`config.mk`:
```
export PLATFORM = sky130hd
export DESIGN_NAME = complementary_generator
export DESIGN_NICKNAME = d
export VERILOG_FILES = /design/src/shared/cwg_pkg.sv /design/src/rtl/complementary_generator.sv /design/src/rtl/deadband_timer.sv /design/src/rtl/sync2.sv
export SDC_FILE = /design/constraint.sdc
export NUM_CORES = 1
export LEC_CHECK = 0
export ABC_CLOCK_PERIOD_IN_PS = 2500
export BUFFER_PORTS_ARGS = -buffer_cell sky130_fd_sc_hd__buf_2
export CAP_MARGIN = 15
export CORE_ASPECT_RATIO = 1.2
export CORE_UTILIZATION = 50
export CTS_CLUSTER_SIZE = 20
export DETAILED_ROUTE_END_ITERATION = 10
export GPL_TIMING_DRIVEN = 0
export PLACE_DENSITY = 0.77
export SETUP_SLACK_MARGIN = 0.15
export SLEW_MARGIN = 20
export SYNTH_ARGS = -nofsm -noshare
export SYNTH_HDL_FRONTEND = slang
export SYNTH_SLANG_ARGS = --single-unit
```
`constraint.sdc`:
```
create_clock -name aclk -period 2.5 [get_ports aclk]
set_input_delay 0.5 -clock aclk [delete_from_list [all_inputs] [get_ports aclk]]
set_output_delay 0.5 -clock aclk [all_outputs]
set_load 0.01 [all_outputs]
```
`src/shared/cwg_pkg.sv`:
```
// constants and carrier types for the complementary waveform generator
// Operation
// - comparator shutdown enable: comparator high forces shutdown.
// - fault pin shutdown enable: fault pin low forces shutdown.
// - active enabled shutdown input drives override levels at once.
// - shutdown inputs are levels; shutdown holds while one stays active.
// - shutdown status bit reads 1 while a shutdown is in effect.
// - software writing 1 to shutdown status forces shutdown.
// - auto-restart enable picks automatic or software restart.
// - software clear of status works only with shutdown inputs inactive.
// - with auto-restart, hardware clears status once sources go inactive.
// - overrides stay until next rising input edge after status clears.
// - B override: 11 high, 10 low, 01 released, 00 inactive level.
// - A override uses the same encoding as B.
// - source select: 000 comparator, 010/011/100 PWM 1-3, others reserved.
// - module enable bit turns the block on; resets to 0.
// - output enable bits hand each pin to the block.
// - polarity bits invert the active waveform of each output.
// - clock select: 1 fast oscillator rate, 0 system clock.
// - keeps running in sleep while its clock and source run.
// - fast oscillator kept on when enabled and selected.
// - rising edge: B off at once, A on after rising dead band.
// - falling edge: A off at once, B on after falling dead band.
package cwg_pkg;
	localparam int        ADDR_W      = 5;
	localparam int        DB_W        = 6;
	localparam logic [4:0] OFF_CON0   = 5'h00;
	localparam logic [4:0] OFF_CON1   = 5'h04;
	localparam logic [4:0] OFF_CON2   = 5'h08;
	localparam logic [4:0] OFF_DBR    = 5'h0C;
	localparam logic [4:0] OFF_DBF    = 5'h10;
	localparam int        B_EN        = 7;
	localparam int        B_OEB       = 6;
	localparam int        B_OEA       = 5;
	localparam int        B_POLB      = 4;
	localparam int        B_POLA      = 3;
	localparam int        B_CS        = 0;
	localparam int        B_ASE       = 7;
	localparam int        B_ARSEN     = 6;
	localparam int        B_CMPEN     = 2;
	localparam int        B_FLTEN     = 1;
	localparam int        LVLB_LSB    = 6;
	localparam int        LVLA_LSB    = 4;
	localparam logic [7:0] CON0_MASK  = 8'hF9;
	localparam logic [7:0] CON1_MASK  = 8'hF7;
	localparam logic [7:0] CON2_MASK  = 8'hC6;
	localparam logic [7:0] DB_MASK    = 8'h3F;
	localparam logic [7:0] RST_REG    = 8'h00;
	localparam logic [1:0] LVL_HIGH   = 2'h3;
	localparam logic [1:0] LVL_LOW    = 2'h2;
	localparam logic [1:0] LVL_REL    = 2'h1;
	localparam logic [2:0] SRC_CMP    = 3'h0;
	localparam logic [2:0] SRC_PWM1   = 3'h2;
	localparam logic [2:0] SRC_PWM2   = 3'h3;
	localparam logic [2:0] SRC_PWM3   = 3'h4;
	localparam logic [4:0] SYS_CLK_MHZ  = 5'h14;
	localparam logic [4:0] FAST_OSC_MHZ = 5'h10;
	localparam logic [1:0] RESP_OKAY  = 2'h0;
	localparam logic [1:0] RESP_SLVERR = 2'h2;
	typedef struct packed {
		logic level;
		logic oe;
	} pin_t;
endpackage

```
`src/rtl/complementary_generator.sv`:
```
// complementary output generator with dead band and auto-shutdown
//
// The placing of the registers and register access over AXI4-Lite were chosen for this implementation.
`timescale 1ns/1ps
`default_nettype none
module complementary_generator (
	input  wire logic        aclk,                    // clock, 20 MHz
	input  wire logic        aresetn,                 // sync reset, low
	input  wire logic [4:0]  awaddr,                  // write address
	input  wire logic [2:0]  awprot,                  // unused
	input  wire logic        awvalid,                 // write addr valid
	output logic             awready,                 // write addr ready
	input  wire logic [31:0] wdata,                   // write data
	input  wire logic [3:0]  wstrb,                   // byte strobes
	input  wire logic        wvalid,                  // write data valid
	output logic             wready,                  // write data ready
	output logic [1:0]       bresp,                   // write response
	output logic             bvalid,                  // response valid
	input  wire logic        bready,                  // response ready
	input  wire logic [4:0]  araddr,                  // read address
	input  wire logic [2:0]  arprot,                  // unused
	input  wire logic        arvalid,                 // read addr valid
	output logic             arready,                 // read addr ready
	output logic [31:0]      rdata,                   // read data
	output logic [1:0]       rresp,                   // read response
	output logic             rvalid,                  // read data valid
	input  wire logic        rready,                  // read data ready
	input  wire logic        comparator_async_output, // comparator, async
	input  wire logic        fault_input_pin,         // fault, low active
	input  wire logic [2:0]  pwm_in,                  // PWM 1..3 outputs
	output cwg_pkg::pin_t    output_a,                // pin A level/oe
	output cwg_pkg::pin_t    output_b,                // pin B level/oe
	output logic             fast_osc_keep_on         // hold oscillator on
);
	typedef struct packed {
		logic [7:0] con0;
		logic [7:0] con1;
		logic [7:0] con2;
		logic [7:0] dbr;
		logic [7:0] dbf;
		logic       awready;
		logic       bvalid;
		logic [1:0] bresp;
		logic       arready;
		logic       rvalid;
		logic [1:0] rresp;
		logic [7:0] rdata;
		logic       src_prev;
		logic       hold;
		logic       act_a;
		logic       act_b;
		logic [4:0] acc;
		logic       a_level;
		logic       b_level;
		logic       a_oe;
		logic       b_oe;
		logic       keep;
	} gen_state_t;
	gen_state_t st;
	gen_state_t next_st;

	logic [4:0] pins_s;
	logic       cmp_s;
	logic       flt_n_s;
	logic [2:0] pwm_s;
	logic       src;
	logic       tick;
	logic       shut_sync;
	logic       shut_async;
	logic       rise_go;
	logic       fall_go;
	logic       rise_fire;
	logic       fall_fire;
	logic       wr_go;
	logic       rd_go;
	logic       wr_con2;
	logic       en;
	logic       ovr;
	logic [1:0] lvl_a;
	logic [1:0] lvl_b;
	logic [5:0] acc_sum;

	sync2 #(
		.W (5)
	) u_sync (
		.aclk    (aclk),
		.aresetn (aresetn),
		.d       ({pwm_in, fault_input_pin, comparator_async_output}),
		.q       (pins_s)
	);
	assign cmp_s   = pins_s[0];
	assign flt_n_s = pins_s[1];
	assign pwm_s   = pins_s[4:2];

	assign en = st.con0[cwg_pkg::B_EN];

	// waveform source, reserved codes give a quiet low
	always_comb begin
		case (st.con1[2:0])
			cwg_pkg::SRC_CMP:  src = cmp_s;
			cwg_pkg::SRC_PWM1: src = pwm_s[0];
			cwg_pkg::SRC_PWM2: src = pwm_s[1];
			cwg_pkg::SRC_PWM3: src = pwm_s[2];
			default:           src = 1'b0;
		endcase
	end

	// shutdown sources, synchronised copy for the status bit
	assign shut_sync =
		(st.con2[cwg_pkg::B_CMPEN] & cmp_s) |
		(st.con2[cwg_pkg::B_FLTEN] & ~flt_n_s);
	// raw pins for the override path, no clock edge needed
	assign shut_async =
		(st.con2[cwg_pkg::B_CMPEN] & comparator_async_output) |
		(st.con2[cwg_pkg::B_FLTEN] & ~fault_input_pin);

	// fast oscillator rate as a fractional enable: 16 ticks per 20 cycles
	// one spare bit so the sum cannot wrap before the compare
	assign acc_sum = {1'b0, st.acc} + {1'b0, cwg_pkg::FAST_OSC_MHZ};
	assign tick = st.con0[cwg_pkg::B_CS] ?
		(acc_sum >= {1'b0, cwg_pkg::SYS_CLK_MHZ}) : 1'b1;

	assign rise_go = en & src & ~st.src_prev & ~st.con2[cwg_pkg::B_ASE]
		& ~shut_sync;
	assign fall_go = en & ~src & st.src_prev & ~st.hold
		& ~st.con2[cwg_pkg::B_ASE];

	deadband_timer #(
		.W (cwg_pkg::DB_W)
	) u_rise (
		.aclk    (aclk),
		.aresetn (aresetn),
		.start   (rise_go),
		.clr     (fall_go | ~en),
		.tick    (tick),
		.count   (st.dbr[cwg_pkg::DB_W-1:0]),
		.fire    (rise_fire)
	);
	deadband_timer #(
		.W (cwg_pkg::DB_W)
	) u_fall (
		.aclk    (aclk),
		.aresetn (aresetn),
		.start   (fall_go),
		.clr     (rise_go | ~en),
		.tick    (tick),
		.count   (st.dbf[cwg_pkg::DB_W-1:0]),
		.fire    (fall_fire)
	);

	assign wr_go   = awvalid & st.awready & wvalid & st.awready;
	assign rd_go   = arvalid & st.arready;
	assign wr_con2 = wr_go & wstrb[0] & (awaddr == cwg_pkg::OFF_CON2);

	always_comb begin
		next_st = st;
		// write channel: take address and data together
		if (st.awready)
			next_st.awready = 1'b0;
		else if (awvalid && wvalid && !st.bvalid)
			next_st.awready = 1'b1;
		if (st.bvalid && bready)
			next_st.bvalid = 1'b0;
		if (wr_go) begin
			next_st.bvalid = 1'b1;
			next_st.bresp = cwg_pkg::RESP_OKAY;
			case (awaddr)
				cwg_pkg::OFF_CON0: if (wstrb[0])
					next_st.con0 = wdata[7:0] & cwg_pkg::CON0_MASK;
				cwg_pkg::OFF_CON1: if (wstrb[0])
					next_st.con1 = wdata[7:0] & cwg_pkg::CON1_MASK;
				cwg_pkg::OFF_CON2: if (wstrb[0]) begin
					next_st.con2[cwg_pkg::B_ARSEN] = wdata[cwg_pkg::B_ARSEN];
					next_st.con2[cwg_pkg::B_CMPEN] = wdata[cwg_pkg::B_CMPEN];
					next_st.con2[cwg_pkg::B_FLTEN] = wdata[cwg_pkg::B_FLTEN];
				end
				cwg_pkg::OFF_DBR: if (wstrb[0])
					next_st.dbr = wdata[7:0] & cwg_pkg::DB_MASK;
				cwg_pkg::OFF_DBF: if (wstrb[0])
					next_st.dbf = wdata[7:0] & cwg_pkg::DB_MASK;
				default: next_st.bresp = cwg_pkg::RESP_SLVERR;
			endcase
		end
		// read channel
		if (st.arready)
			next_st.arready = 1'b0;
		else if (arvalid && !st.rvalid)
			next_st.arready = 1'b1;
		if (st.rvalid && rready)
			next_st.rvalid = 1'b0;
		if (rd_go) begin
			next_st.rvalid = 1'b1;
			next_st.rresp = cwg_pkg::RESP_OKAY;
			case (araddr)
				cwg_pkg::OFF_CON0: next_st.rdata = st.con0;
				cwg_pkg::OFF_CON1: next_st.rdata = st.con1;
				cwg_pkg::OFF_CON2: next_st.rdata = st.con2;
				cwg_pkg::OFF_DBR:  next_st.rdata = st.dbr;
				cwg_pkg::OFF_DBF:  next_st.rdata = st.dbf;
				default: begin
					next_st.rdata = 8'h00;
					next_st.rresp = cwg_pkg::RESP_SLVERR;
				end
			endcase
		end

		// shutdown status: software set, guarded clear, auto clear
		if (wr_con2) begin
			if (wdata[cwg_pkg::B_ASE])
				next_st.con2[cwg_pkg::B_ASE] = 1'b1;
			else if (!st.con2[cwg_pkg::B_ARSEN] && !shut_sync)
				next_st.con2[cwg_pkg::B_ASE] = 1'b0;
		end else if (st.con2[cwg_pkg::B_ARSEN] && !shut_sync) begin
			next_st.con2[cwg_pkg::B_ASE] = 1'b0;
		end
		if (shut_sync)
			next_st.con2[cwg_pkg::B_ASE] = 1'b1;

		// overrides persist until a fresh rising edge
		if (next_st.con2[cwg_pkg::B_ASE])
			next_st.hold = 1'b1;
		else if (rise_go)
			next_st.hold = 1'b0;

		// complementary drive with dead band
		next_st.src_prev = src;
		if (!en || next_st.hold) begin
			next_st.act_a = 1'b0;
			next_st.act_b = 1'b0;
		end else begin
			if (rise_go)
				next_st.act_b = 1'b0;
			else if (fall_fire)
				next_st.act_b = 1'b1;
			if (fall_go)
				next_st.act_a = 1'b0;
			else if (rise_fire)
				next_st.act_a = 1'b1;
		end
		next_st.acc = (st.con0[cwg_pkg::B_CS] && tick) ?
			5'(acc_sum - {1'b0, cwg_pkg::SYS_CLK_MHZ}) :
			(st.con0[cwg_pkg::B_CS] ? acc_sum[4:0] : 5'h00);

		next_st.a_level = next_st.act_a ^ next_st.con0[cwg_pkg::B_POLA];
		next_st.b_level = next_st.act_b ^ next_st.con0[cwg_pkg::B_POLB];
		next_st.a_oe = next_st.con0[cwg_pkg::B_EN]
			& next_st.con0[cwg_pkg::B_OEA];
		next_st.b_oe = next_st.con0[cwg_pkg::B_EN]
			& next_st.con0[cwg_pkg::B_OEB];
		next_st.keep = next_st.con0[cwg_pkg::B_EN]
			& next_st.con0[cwg_pkg::B_CS];
	end

	always_ff @(posedge aclk) begin
		if (!aresetn) begin
			st <= '0;
			st.con0 <= cwg_pkg::RST_REG;
			st.con1 <= cwg_pkg::RST_REG;
			st.con2 <= cwg_pkg::RST_REG;
			st.dbr <= cwg_pkg::RST_REG;
			st.dbf <= cwg_pkg::RST_REG;
		end else begin
			st <= next_st;
		end
	end

	// override mux sits after the flops so a fault needs no clock
	assign ovr = en & (st.hold | shut_async);
	assign lvl_a = st.con1[cwg_pkg::LVLA_LSB +: 2];
	assign lvl_b = st.con1[cwg_pkg::LVLB_LSB +: 2];

	always_comb begin
		output_a.level = st.a_level;
		output_a.oe = st.a_oe;
		output_b.level = st.b_level;
		output_b.oe = st.b_oe;
		if (ovr) begin
			case (lvl_a)
				cwg_pkg::LVL_HIGH: output_a.level = 1'b1;
				cwg_pkg::LVL_LOW:  output_a.level = 1'b0;
				cwg_pkg::LVL_REL:  output_a.oe = 1'b0;
				default:  output_a.level = st.con0[cwg_pkg::B_POLA];
			endcase
			case (lvl_b)
				cwg_pkg::LVL_HIGH: output_b.level = 1'b1;
				cwg_pkg::LVL_LOW:  output_b.level = 1'b0;
				cwg_pkg::LVL_REL:  output_b.oe = 1'b0;
				default:  output_b.level = st.con0[cwg_pkg::B_POLB];
			endcase
		end
	end

	assign awready = st.awready;
	assign wready  = st.awready;
	assign bvalid  = st.bvalid;
	assign bresp   = st.bresp;
	assign arready = st.arready;
	assign rvalid  = st.rvalid;
	assign rresp   = st.rresp;
	assign rdata   = {24'h000000, st.rdata};
	assign fast_osc_keep_on = st.keep;
endmodule
`default_nettype wire

```
`src/rtl/deadband_timer.sv`:
```
// one dead-band counter with a single-cycle fire pulse
`timescale 1ns/1ps
`default_nettype none
module deadband_timer #(
	parameter int W = cwg_pkg::DB_W
) (
	input  wire logic         aclk,    // clock
	input  wire logic         aresetn, // sync reset, low
	input  wire logic         start,   // input edge seen
	input  wire logic         clr,     // abort a running count
	input  wire logic         tick,    // dead-band clock enable
	input  wire logic [W-1:0] count,   // dead-band length in ticks
	output logic              fire     // count reached, one cycle
);
	typedef struct packed {
		logic [W-1:0] cnt;
		logic         busy;
		logic         fire;
	} timer_state_t;
	timer_state_t st;
	timer_state_t next_st;
	always_comb begin
		next_st = st;
		next_st.fire = 1'b0;
		if (clr) begin
			next_st.busy = 1'b0;
		end else if (start) begin
			if (count == '0) begin
				next_st.fire = 1'b1;
				next_st.busy = 1'b0;
			end else begin
				next_st.cnt = count;
				next_st.busy = 1'b1;
			end
		end else if (st.busy && tick) begin
			if (st.cnt == W'(1)) begin
				next_st.fire = 1'b1;
				next_st.busy = 1'b0;
			end
			next_st.cnt = st.cnt - W'(1);
		end
	end
	always_ff @(posedge aclk) begin
		if (!aresetn)
			st <= '0;
		else
			st <= next_st;
	end
	assign fire = st.fire;
endmodule
`default_nettype wire

```
`src/rtl/sync2.sv`:
```
// two-flop synchroniser for pin inputs
`timescale 1ns/1ps
`default_nettype none
module sync2 #(
	parameter int W = 1
) (
	input  wire logic         aclk,    // clock
	input  wire logic         aresetn, // sync reset, low
	input  wire logic [W-1:0] d,       // asynchronous inputs
	output logic      [W-1:0] q        // synchronised inputs
);
	typedef struct packed {
		logic [W-1:0] s1;
		logic [W-1:0] s2;
	} sync_state_t;
	sync_state_t st;
	sync_state_t next_st;
	always_comb begin
		next_st.s1 = d;
		next_st.s2 = st.s1;
	end
	always_ff @(posedge aclk) begin
		if (!aresetn)
			st <= '0;
		else
			st <= next_st;
	end
	assign q = st.s2;
endmodule
`default_nettype wire

```
==> results of run 1 <==
[cell usage in the layout, fill, tap and decap left out, types with 6 or more instances in the layout]
master | netlist | final
and2_1 | 17 | 17
dfxtp_1 | 81 | 81
buf_2 | 2 | 49
a211oi_1 | 6 | 6
o21ai_0 | 6 | 6
inv_1 | 18 | 18
clkbuf_1 | 14 | 13
nor3_1 | 15 | 15
a221oi_1 | 6 | 6
conb_1 | 1 | 26
a21oi_1 | 24 | 24
nand2_1 | 24 | 24
and3_1 | 6 | 6
clkbuf_8 | 0 | 9
buf_4 | 37 | 37
mux2i_1 | 41 | 41
ha_1 | 7 | 7
nor2_1 | 62 | 62
[flip-flops by register name, summed over array words and instances (netlist names)]
register          flops
rdata                 8
awready               1
en                    1
arready               1
u_rise.fire           1
u_sync.next_st        5
bresp                 1
bvalid                1
u_sync.q              5
fast_osc_keep_on      1
u_fall.st             7
st                   35
rvalid                1
u_fall.fire           1
lvl_b                 2
lvl_a                 2
u_rise.st             7
rresp                 1
[layout make-up]
cell class / count / area [µm²] / area share [%]
buffer: 53 / 341.6 / 7.213
clock buffer: 9 / 123.9 / 2.616
clock inverter: 7 / 77.57 / 1.638
inverter: 19 / 71.32 / 1.506
multi-input combinational: 327 / 2150 / 45.39
sequential: 81 / 1622 / 34.24
tap: 92 / 115.1 / 2.431
timing repair buffer: 47 / 235.2 / 4.967
[metal layers]
layer | GRT usage, % | routed length (µm) | vias up | share of wire [%]
met5 | 0 | 0 | - | 0
met4 | 14.08 | 380 | 0 | 3.9
met3 | 5.242 | 553 | 33 | 5.6
met2 | 43.19 | 4926 | 128 | 50
met1 | 26.35 | 3972 | 1679 | 40
li1 | - | - | 1723 | -
[kinds of logic (layout without fill, tap and decap cells)]
| group | count (synthesis) | in the layout | share of synthesized area [%] |
|---|---|---|---|
| AND/OR/NAND/NOR | 164 | 164 | 20.72 |
| buffers and inverters | 72 | 135 | 10.10 |
| multiplexers | 43 | 43 | 10.71 |
| flip-flops | 81 | 81 | 39.78 |
| AO/OA/AOI/OAI | 81 | 81 | 15.16 |
| adder cells (fa/ha/maj) | 7 | 7 | 2.148 |
| other | 1 | 26 | 0.09199 |
| XOR/XNOR | 6 | 6 | 1.289 |
[critical path: cells and delay by family, from the launching register on]
kind	cells	cell delay [ns]
flip-flops	1	0.36
AND/OR/NAND/NOR	2	0.43
AO/OA/AOI/OAI	3	1.04
multiplexers	1	0.31
[power by group through the flow]
stage               combinational, W  sequential (W)  clock [W]
floorplan                   0.000100         0.00134          0
global placement            0.000154         0.00134          0
detailed placement          0.000157         0.00134          0
CTS                         0.000158         0.00131   0.000998
global route                0.000175         0.00131    0.00106
finish                      0.000159         0.00131   0.000984
[final timing paths]
kind / from / cells past startpoint / slack [ns] / end
setup reg to reg: st[48] / 6 / 0.23 / st[3]
hold reg to reg: u_sync.next_st[3] / 1 / 0.44 / u_sync.q[3]
hold / removal: pwm_in[2] / 2 / 0.34 / u_sync.next_st[4]
setup / recovery: st[48] / 6 / 0.23 / st[3]
[through the flow]
stage          instance area, µm²  utilization, %  worst slack [ns]
6_report                     4736           60.75            0.2273
5_1_grt                      4736           60.75           0.07322
4_1_cts                      4725           60.61            0.1981
3_5_place_dp                 4521           57.99          -0.02548
3_3_place_gp                 4521           57.99           0.01014
2_1_floorplan                4170               -            0.2770
==> flow_summary.toml, run 1 <==
[timing]
fin_crit_ns = 2.273
clock_skew_ns = 0.01429
hold_ws_ns = 0.3442
final_hold_viol_count = 0
rsz0062_at_grt = "true"
max_clock_freq_mhz = 440.0
tns_ns = 0
setup_violations = 0
worst_pin_slew_ns = 0.7537
slew-limit-headroom_pct = 49.48
finalMaxSlewViolations = 0
fin_crit_sh_pct = 90.91

[place]
io_buffers = 47
gp_congestion = 0.8886
post-place-cells = 619
hpwl_um = 7351

[final_layout]
final_cell_count_no_fill = 635
area.growth.synth_to_final_pct = 16.18
diodes = 0
drive_above_1_share_pct = 22.28
nFillCells = 687
final_nets = 609

[drt]
first_pass_iters = 11
viasPerCell = 5.611
wl_um = 9833
wire_per_inst_um = 15.49
drc = 10
drtIter0Drc = 166
ant_nets = 0
vias = 3563

[pwr]
powerDensity_mw_per_mm2 = 517.2
p_seq_share_pct = 53.3
switching_share_pct = 25.02
p_clk_share_pct = 40.2
total_power_w = 0.002449
p_leak_nw = 2.074
p_int_w = 0.001836
combPwrFrac_pct = 6.5
p_switching_w = 0.0006128
peakVddDrop_v = 0.0002629

[die]
start_util_pct = 52.30
fp.dieW_um = 84.43
rows = 35
core_mm2 = 0.007795
fp.dieArea_mm2 = 0.008519
pin_count = 110
die_y_um = 100.9

[synthesis]
ys_types = 63
syn_inst = 455
seq_area_frac_synth_pct = 39.78
yosys.area.top_type = "dfxtp_1"
yosys-top-cells-count = "dfxtp_1, nor2_1, mux2i_1, buf_4"
synth_area_leaders = "dfxtp_1, mux2i_1, buf_4"
syn_area_mm2 = 0.004076
synth_edf_count = 0
synthArstFlopShare_pct = 0
ys_warn_count = 0
syn_avg_cell_area_um2 = 8.959
synth_ff_type = "dfxtp_1"
synth_top_area_share_pct = 39.78
yosysMostFrequentCell = "dfxtp_1"
ys_seq_elements = 81

[clock_network]
clkSlewWorstSetupHoldPaths_ns = 0.09
cts.htree.levels = 3
cts_tree = "done"
postCtsHoldBufs = 0
cts_made_buffers = 9
cts_buffer_depth = 2
ctsResizeCount = 1
clkLatencyLatePin_ns = 0.37
cts_sinks = 81
clock-root-buffer = "clkbuf_8"
post-cts-setup-buffers = 0

[setup_path]
cp_max_fo = 5
worstPathRequired_ns = 2.76
arrival_ns = 2.53
startpoint_type = "flip-flop"
critPathMaxStageDelay_ns = 0.41
path_cells = "and2_1 -> a2111oi_4 -> o2111ai_2 -> a21oi_2 -> nor3b_2 -> mux2_4"
critPathKind = "reg2reg"
cp_slowest_cell = "a2111oi_4"
crit_path_end_kind = "flip-flop"

[status]
violations = "design-rule violations"
outcome = "finished with violations"

[global_route]
antenna_found_initial = 0
grt_first_pass_wirelength_um = 15840
grt_usage_pct = 24.10
overflow = 0
grt_pass1_vias = 3356
grt_max_degree = 16

[flow_run]
max-cap-violations = 0

[worst_hold_path]
holdCritPathClass = "in2reg"
No activity file was read; power rests on OpenSTA's default activity.
==> run 2: changes to the inputs <==
Settings changed: ABC_CLOCK_PERIOD_IN_PS 2500 to 2460.
Clock period 2.5 ns to 2.46 ns, I/O delays scaled along.
==> flow_summary.toml, run 2 (same netlist as run 1, synthesis figures left out) <==
[status]
outcome = "finished with violations"
violations = "design-rule violations"

[global_route]
antenna_found_initial = 0
grt_max_degree = 16
grt_first_pass_wirelength_um = 15840
grt_usage_pct = 24.10
grt_pass1_vias = 3356
overflow = 0

[final_layout]
regMostFlops = "st"
area.growth.synth_to_final_pct = 17.22
final_cell_count_no_fill = 638
layout_common_cells = "dfxtp_1, nor2_1, buf_2"
largest_reg_flops = 35
nFillCells = 681
utilization_pct = 61.30
diodes = 0
final_nets = 612
layout_commonest_cell = "dfxtp_1"
fin_area_mm2 = 0.004778
drive_above_1_share_pct = 22.71

[die]
fp.dieW_um = 84.43
start_util_pct = 52.30
rows = 35
core_mm2 = 0.007795
pin_count = 110
fp.dieArea_mm2 = 0.008519
die_y_um = 100.9

[timing]
fin_crit_ns = 2.310
finalMaxSlewViolations = 0
worst_pin_slew_ns = 0.7444
final_hold_viol_count = 0
layout_setup_ws_ns = 0.1500
fin_crit_sh_pct = 93.90
tns_ns = 0
clock_skew_ns = 0.01476
setup_violations = 0
max_clock_freq_mhz = 432.9
rsz0062_at_grt = "true"
slew-limit-headroom_pct = 50.11

[setup_path]
crit_path_frequent_cell = "a21oi_1"
crit_path_end = "output_b[1]"
crit_start = "en"
cp_slowest_cell = "dfxtp_1"
arrival_ns = 1.82
rrSetupSlack_ns = 0.30
reg2reg_to = "st[4]"
r2r_cells = 7
crit_path_end_kind = "primary output"
critPathMaxStageDelay_ns = 0.62
path_cells = "nor2b_2 -> a21oi_1 -> a21oi_1 -> buf_2"
worstPathRequired_ns = 1.97
critPathKind = "reg2out"
startpoint_type = "flip-flop"
rr_startpoint = "st[55]"
cp_max_fo = 9

[place]
post-place-cells = 619
hpwl_um = 7351
io_buffers = 47
place_area_mm2 = 0.004521
gp_congestion = 0.8886
place_ws_ns = -0.05748

[clock_network]
clkLatencyLatePin_ns = 0.37
cts_tree = "done"
postCtsHoldBufs = 0
clock-root-buffer = "clkbuf_8"
clkSlewWorstSetupHoldPaths_ns = 0.08
cts_sinks = 81
cts_made_buffers = 9
cts_buffer_depth = 2
cts.htree.levels = 3

[drt]
drc = 10
wl_um = 9873
wire_per_inst_um = 15.47
vias = 3568
drtIter0Drc = 176
viasPerCell = 5.592
ant_nets = 0
first_pass_iters = 9

[pwr]
powerDensity_mw_per_mm2 = 520.9
p_leak_nw = 2.089
peakVddDrop_v = 0.0002654

[flow_run]
max-cap-violations = 0

[worst_hold_path]
holdCritPathClass = "in2reg"
==> run 2: area by class of cell <==
cell class                      instances  area [µm²]  area share, %
Multi-Input combinational cell        327        2170          45.40
Sequential cell                        81        1622          33.94
Buffer                                 53       341.6          7.148
Timing Repair Buffer                   50       257.7          5.394
Clock buffer                            9       123.9          2.592
Tap cell                               92       115.1          2.409
Clock inverter                          7       77.57          1.623
Inverter                               19       71.32          1.493
==> run 2: critical path: cells and delay by family, from the launching register on <==
family          cells  cell delay (ns)
buf+inv             1             0.16
compound gates      2             0.27
flops               1             0.62
simple gates        1             0.41
==> run 2: metal layers <==
metal	wire, µm	track usage [%]
met2	5031	43.19
met1	3971	26.35
met5	0	0
met4	340	14.08
met3	530	5.242
==> run 2: where the power goes <==
group          internal [W]  switching [W]  leakage (nW)
Clock              0.000478       0.000521         0.100
Combinational     0.0000677      0.0000957          1.33
Sequential          0.00132     0.00000526         0.655
Total               0.00187       0.000622          2.09
==> run 2: timing repair <==
item | in CTS | in global routing
buffers inserted | 0 | 3
pin swaps | 0 | 3
endpoints found under the setup margin | 2 | 14
gates resized for setup | 1 | 6
==> run 2: worst min-delay path by stage <==
stage / from / endpoint / slack (ns) / cells after the start
floorplan: u_sync.next_st[0] / u_sync.q[0] / 0.41 / 1
global placement: u_sync.next_st[0] / u_sync.q[0] / 0.42 / 1
detailed placement: u_sync.next_st[3] / u_sync.q[3] / 0.42 / 1
CTS: pwm_in[2] / u_sync.next_st[4] / 0.33 / 2
global route: pwm_in[2] / u_sync.next_st[4] / 0.32 / 2
finish: pwm_in[2] / u_sync.next_st[4] / 0.34 / 2
==> run 2: through the flow <==
stage	power (W)	hold WS, ns
CTS	0.002501	0.3252
floorplan	0.001460	0.4119
global placement	0.001514	0.4168
finish	0.002489	0.3382
global route	0.002585	0.3243
detailed placement	0.001518	0.4184
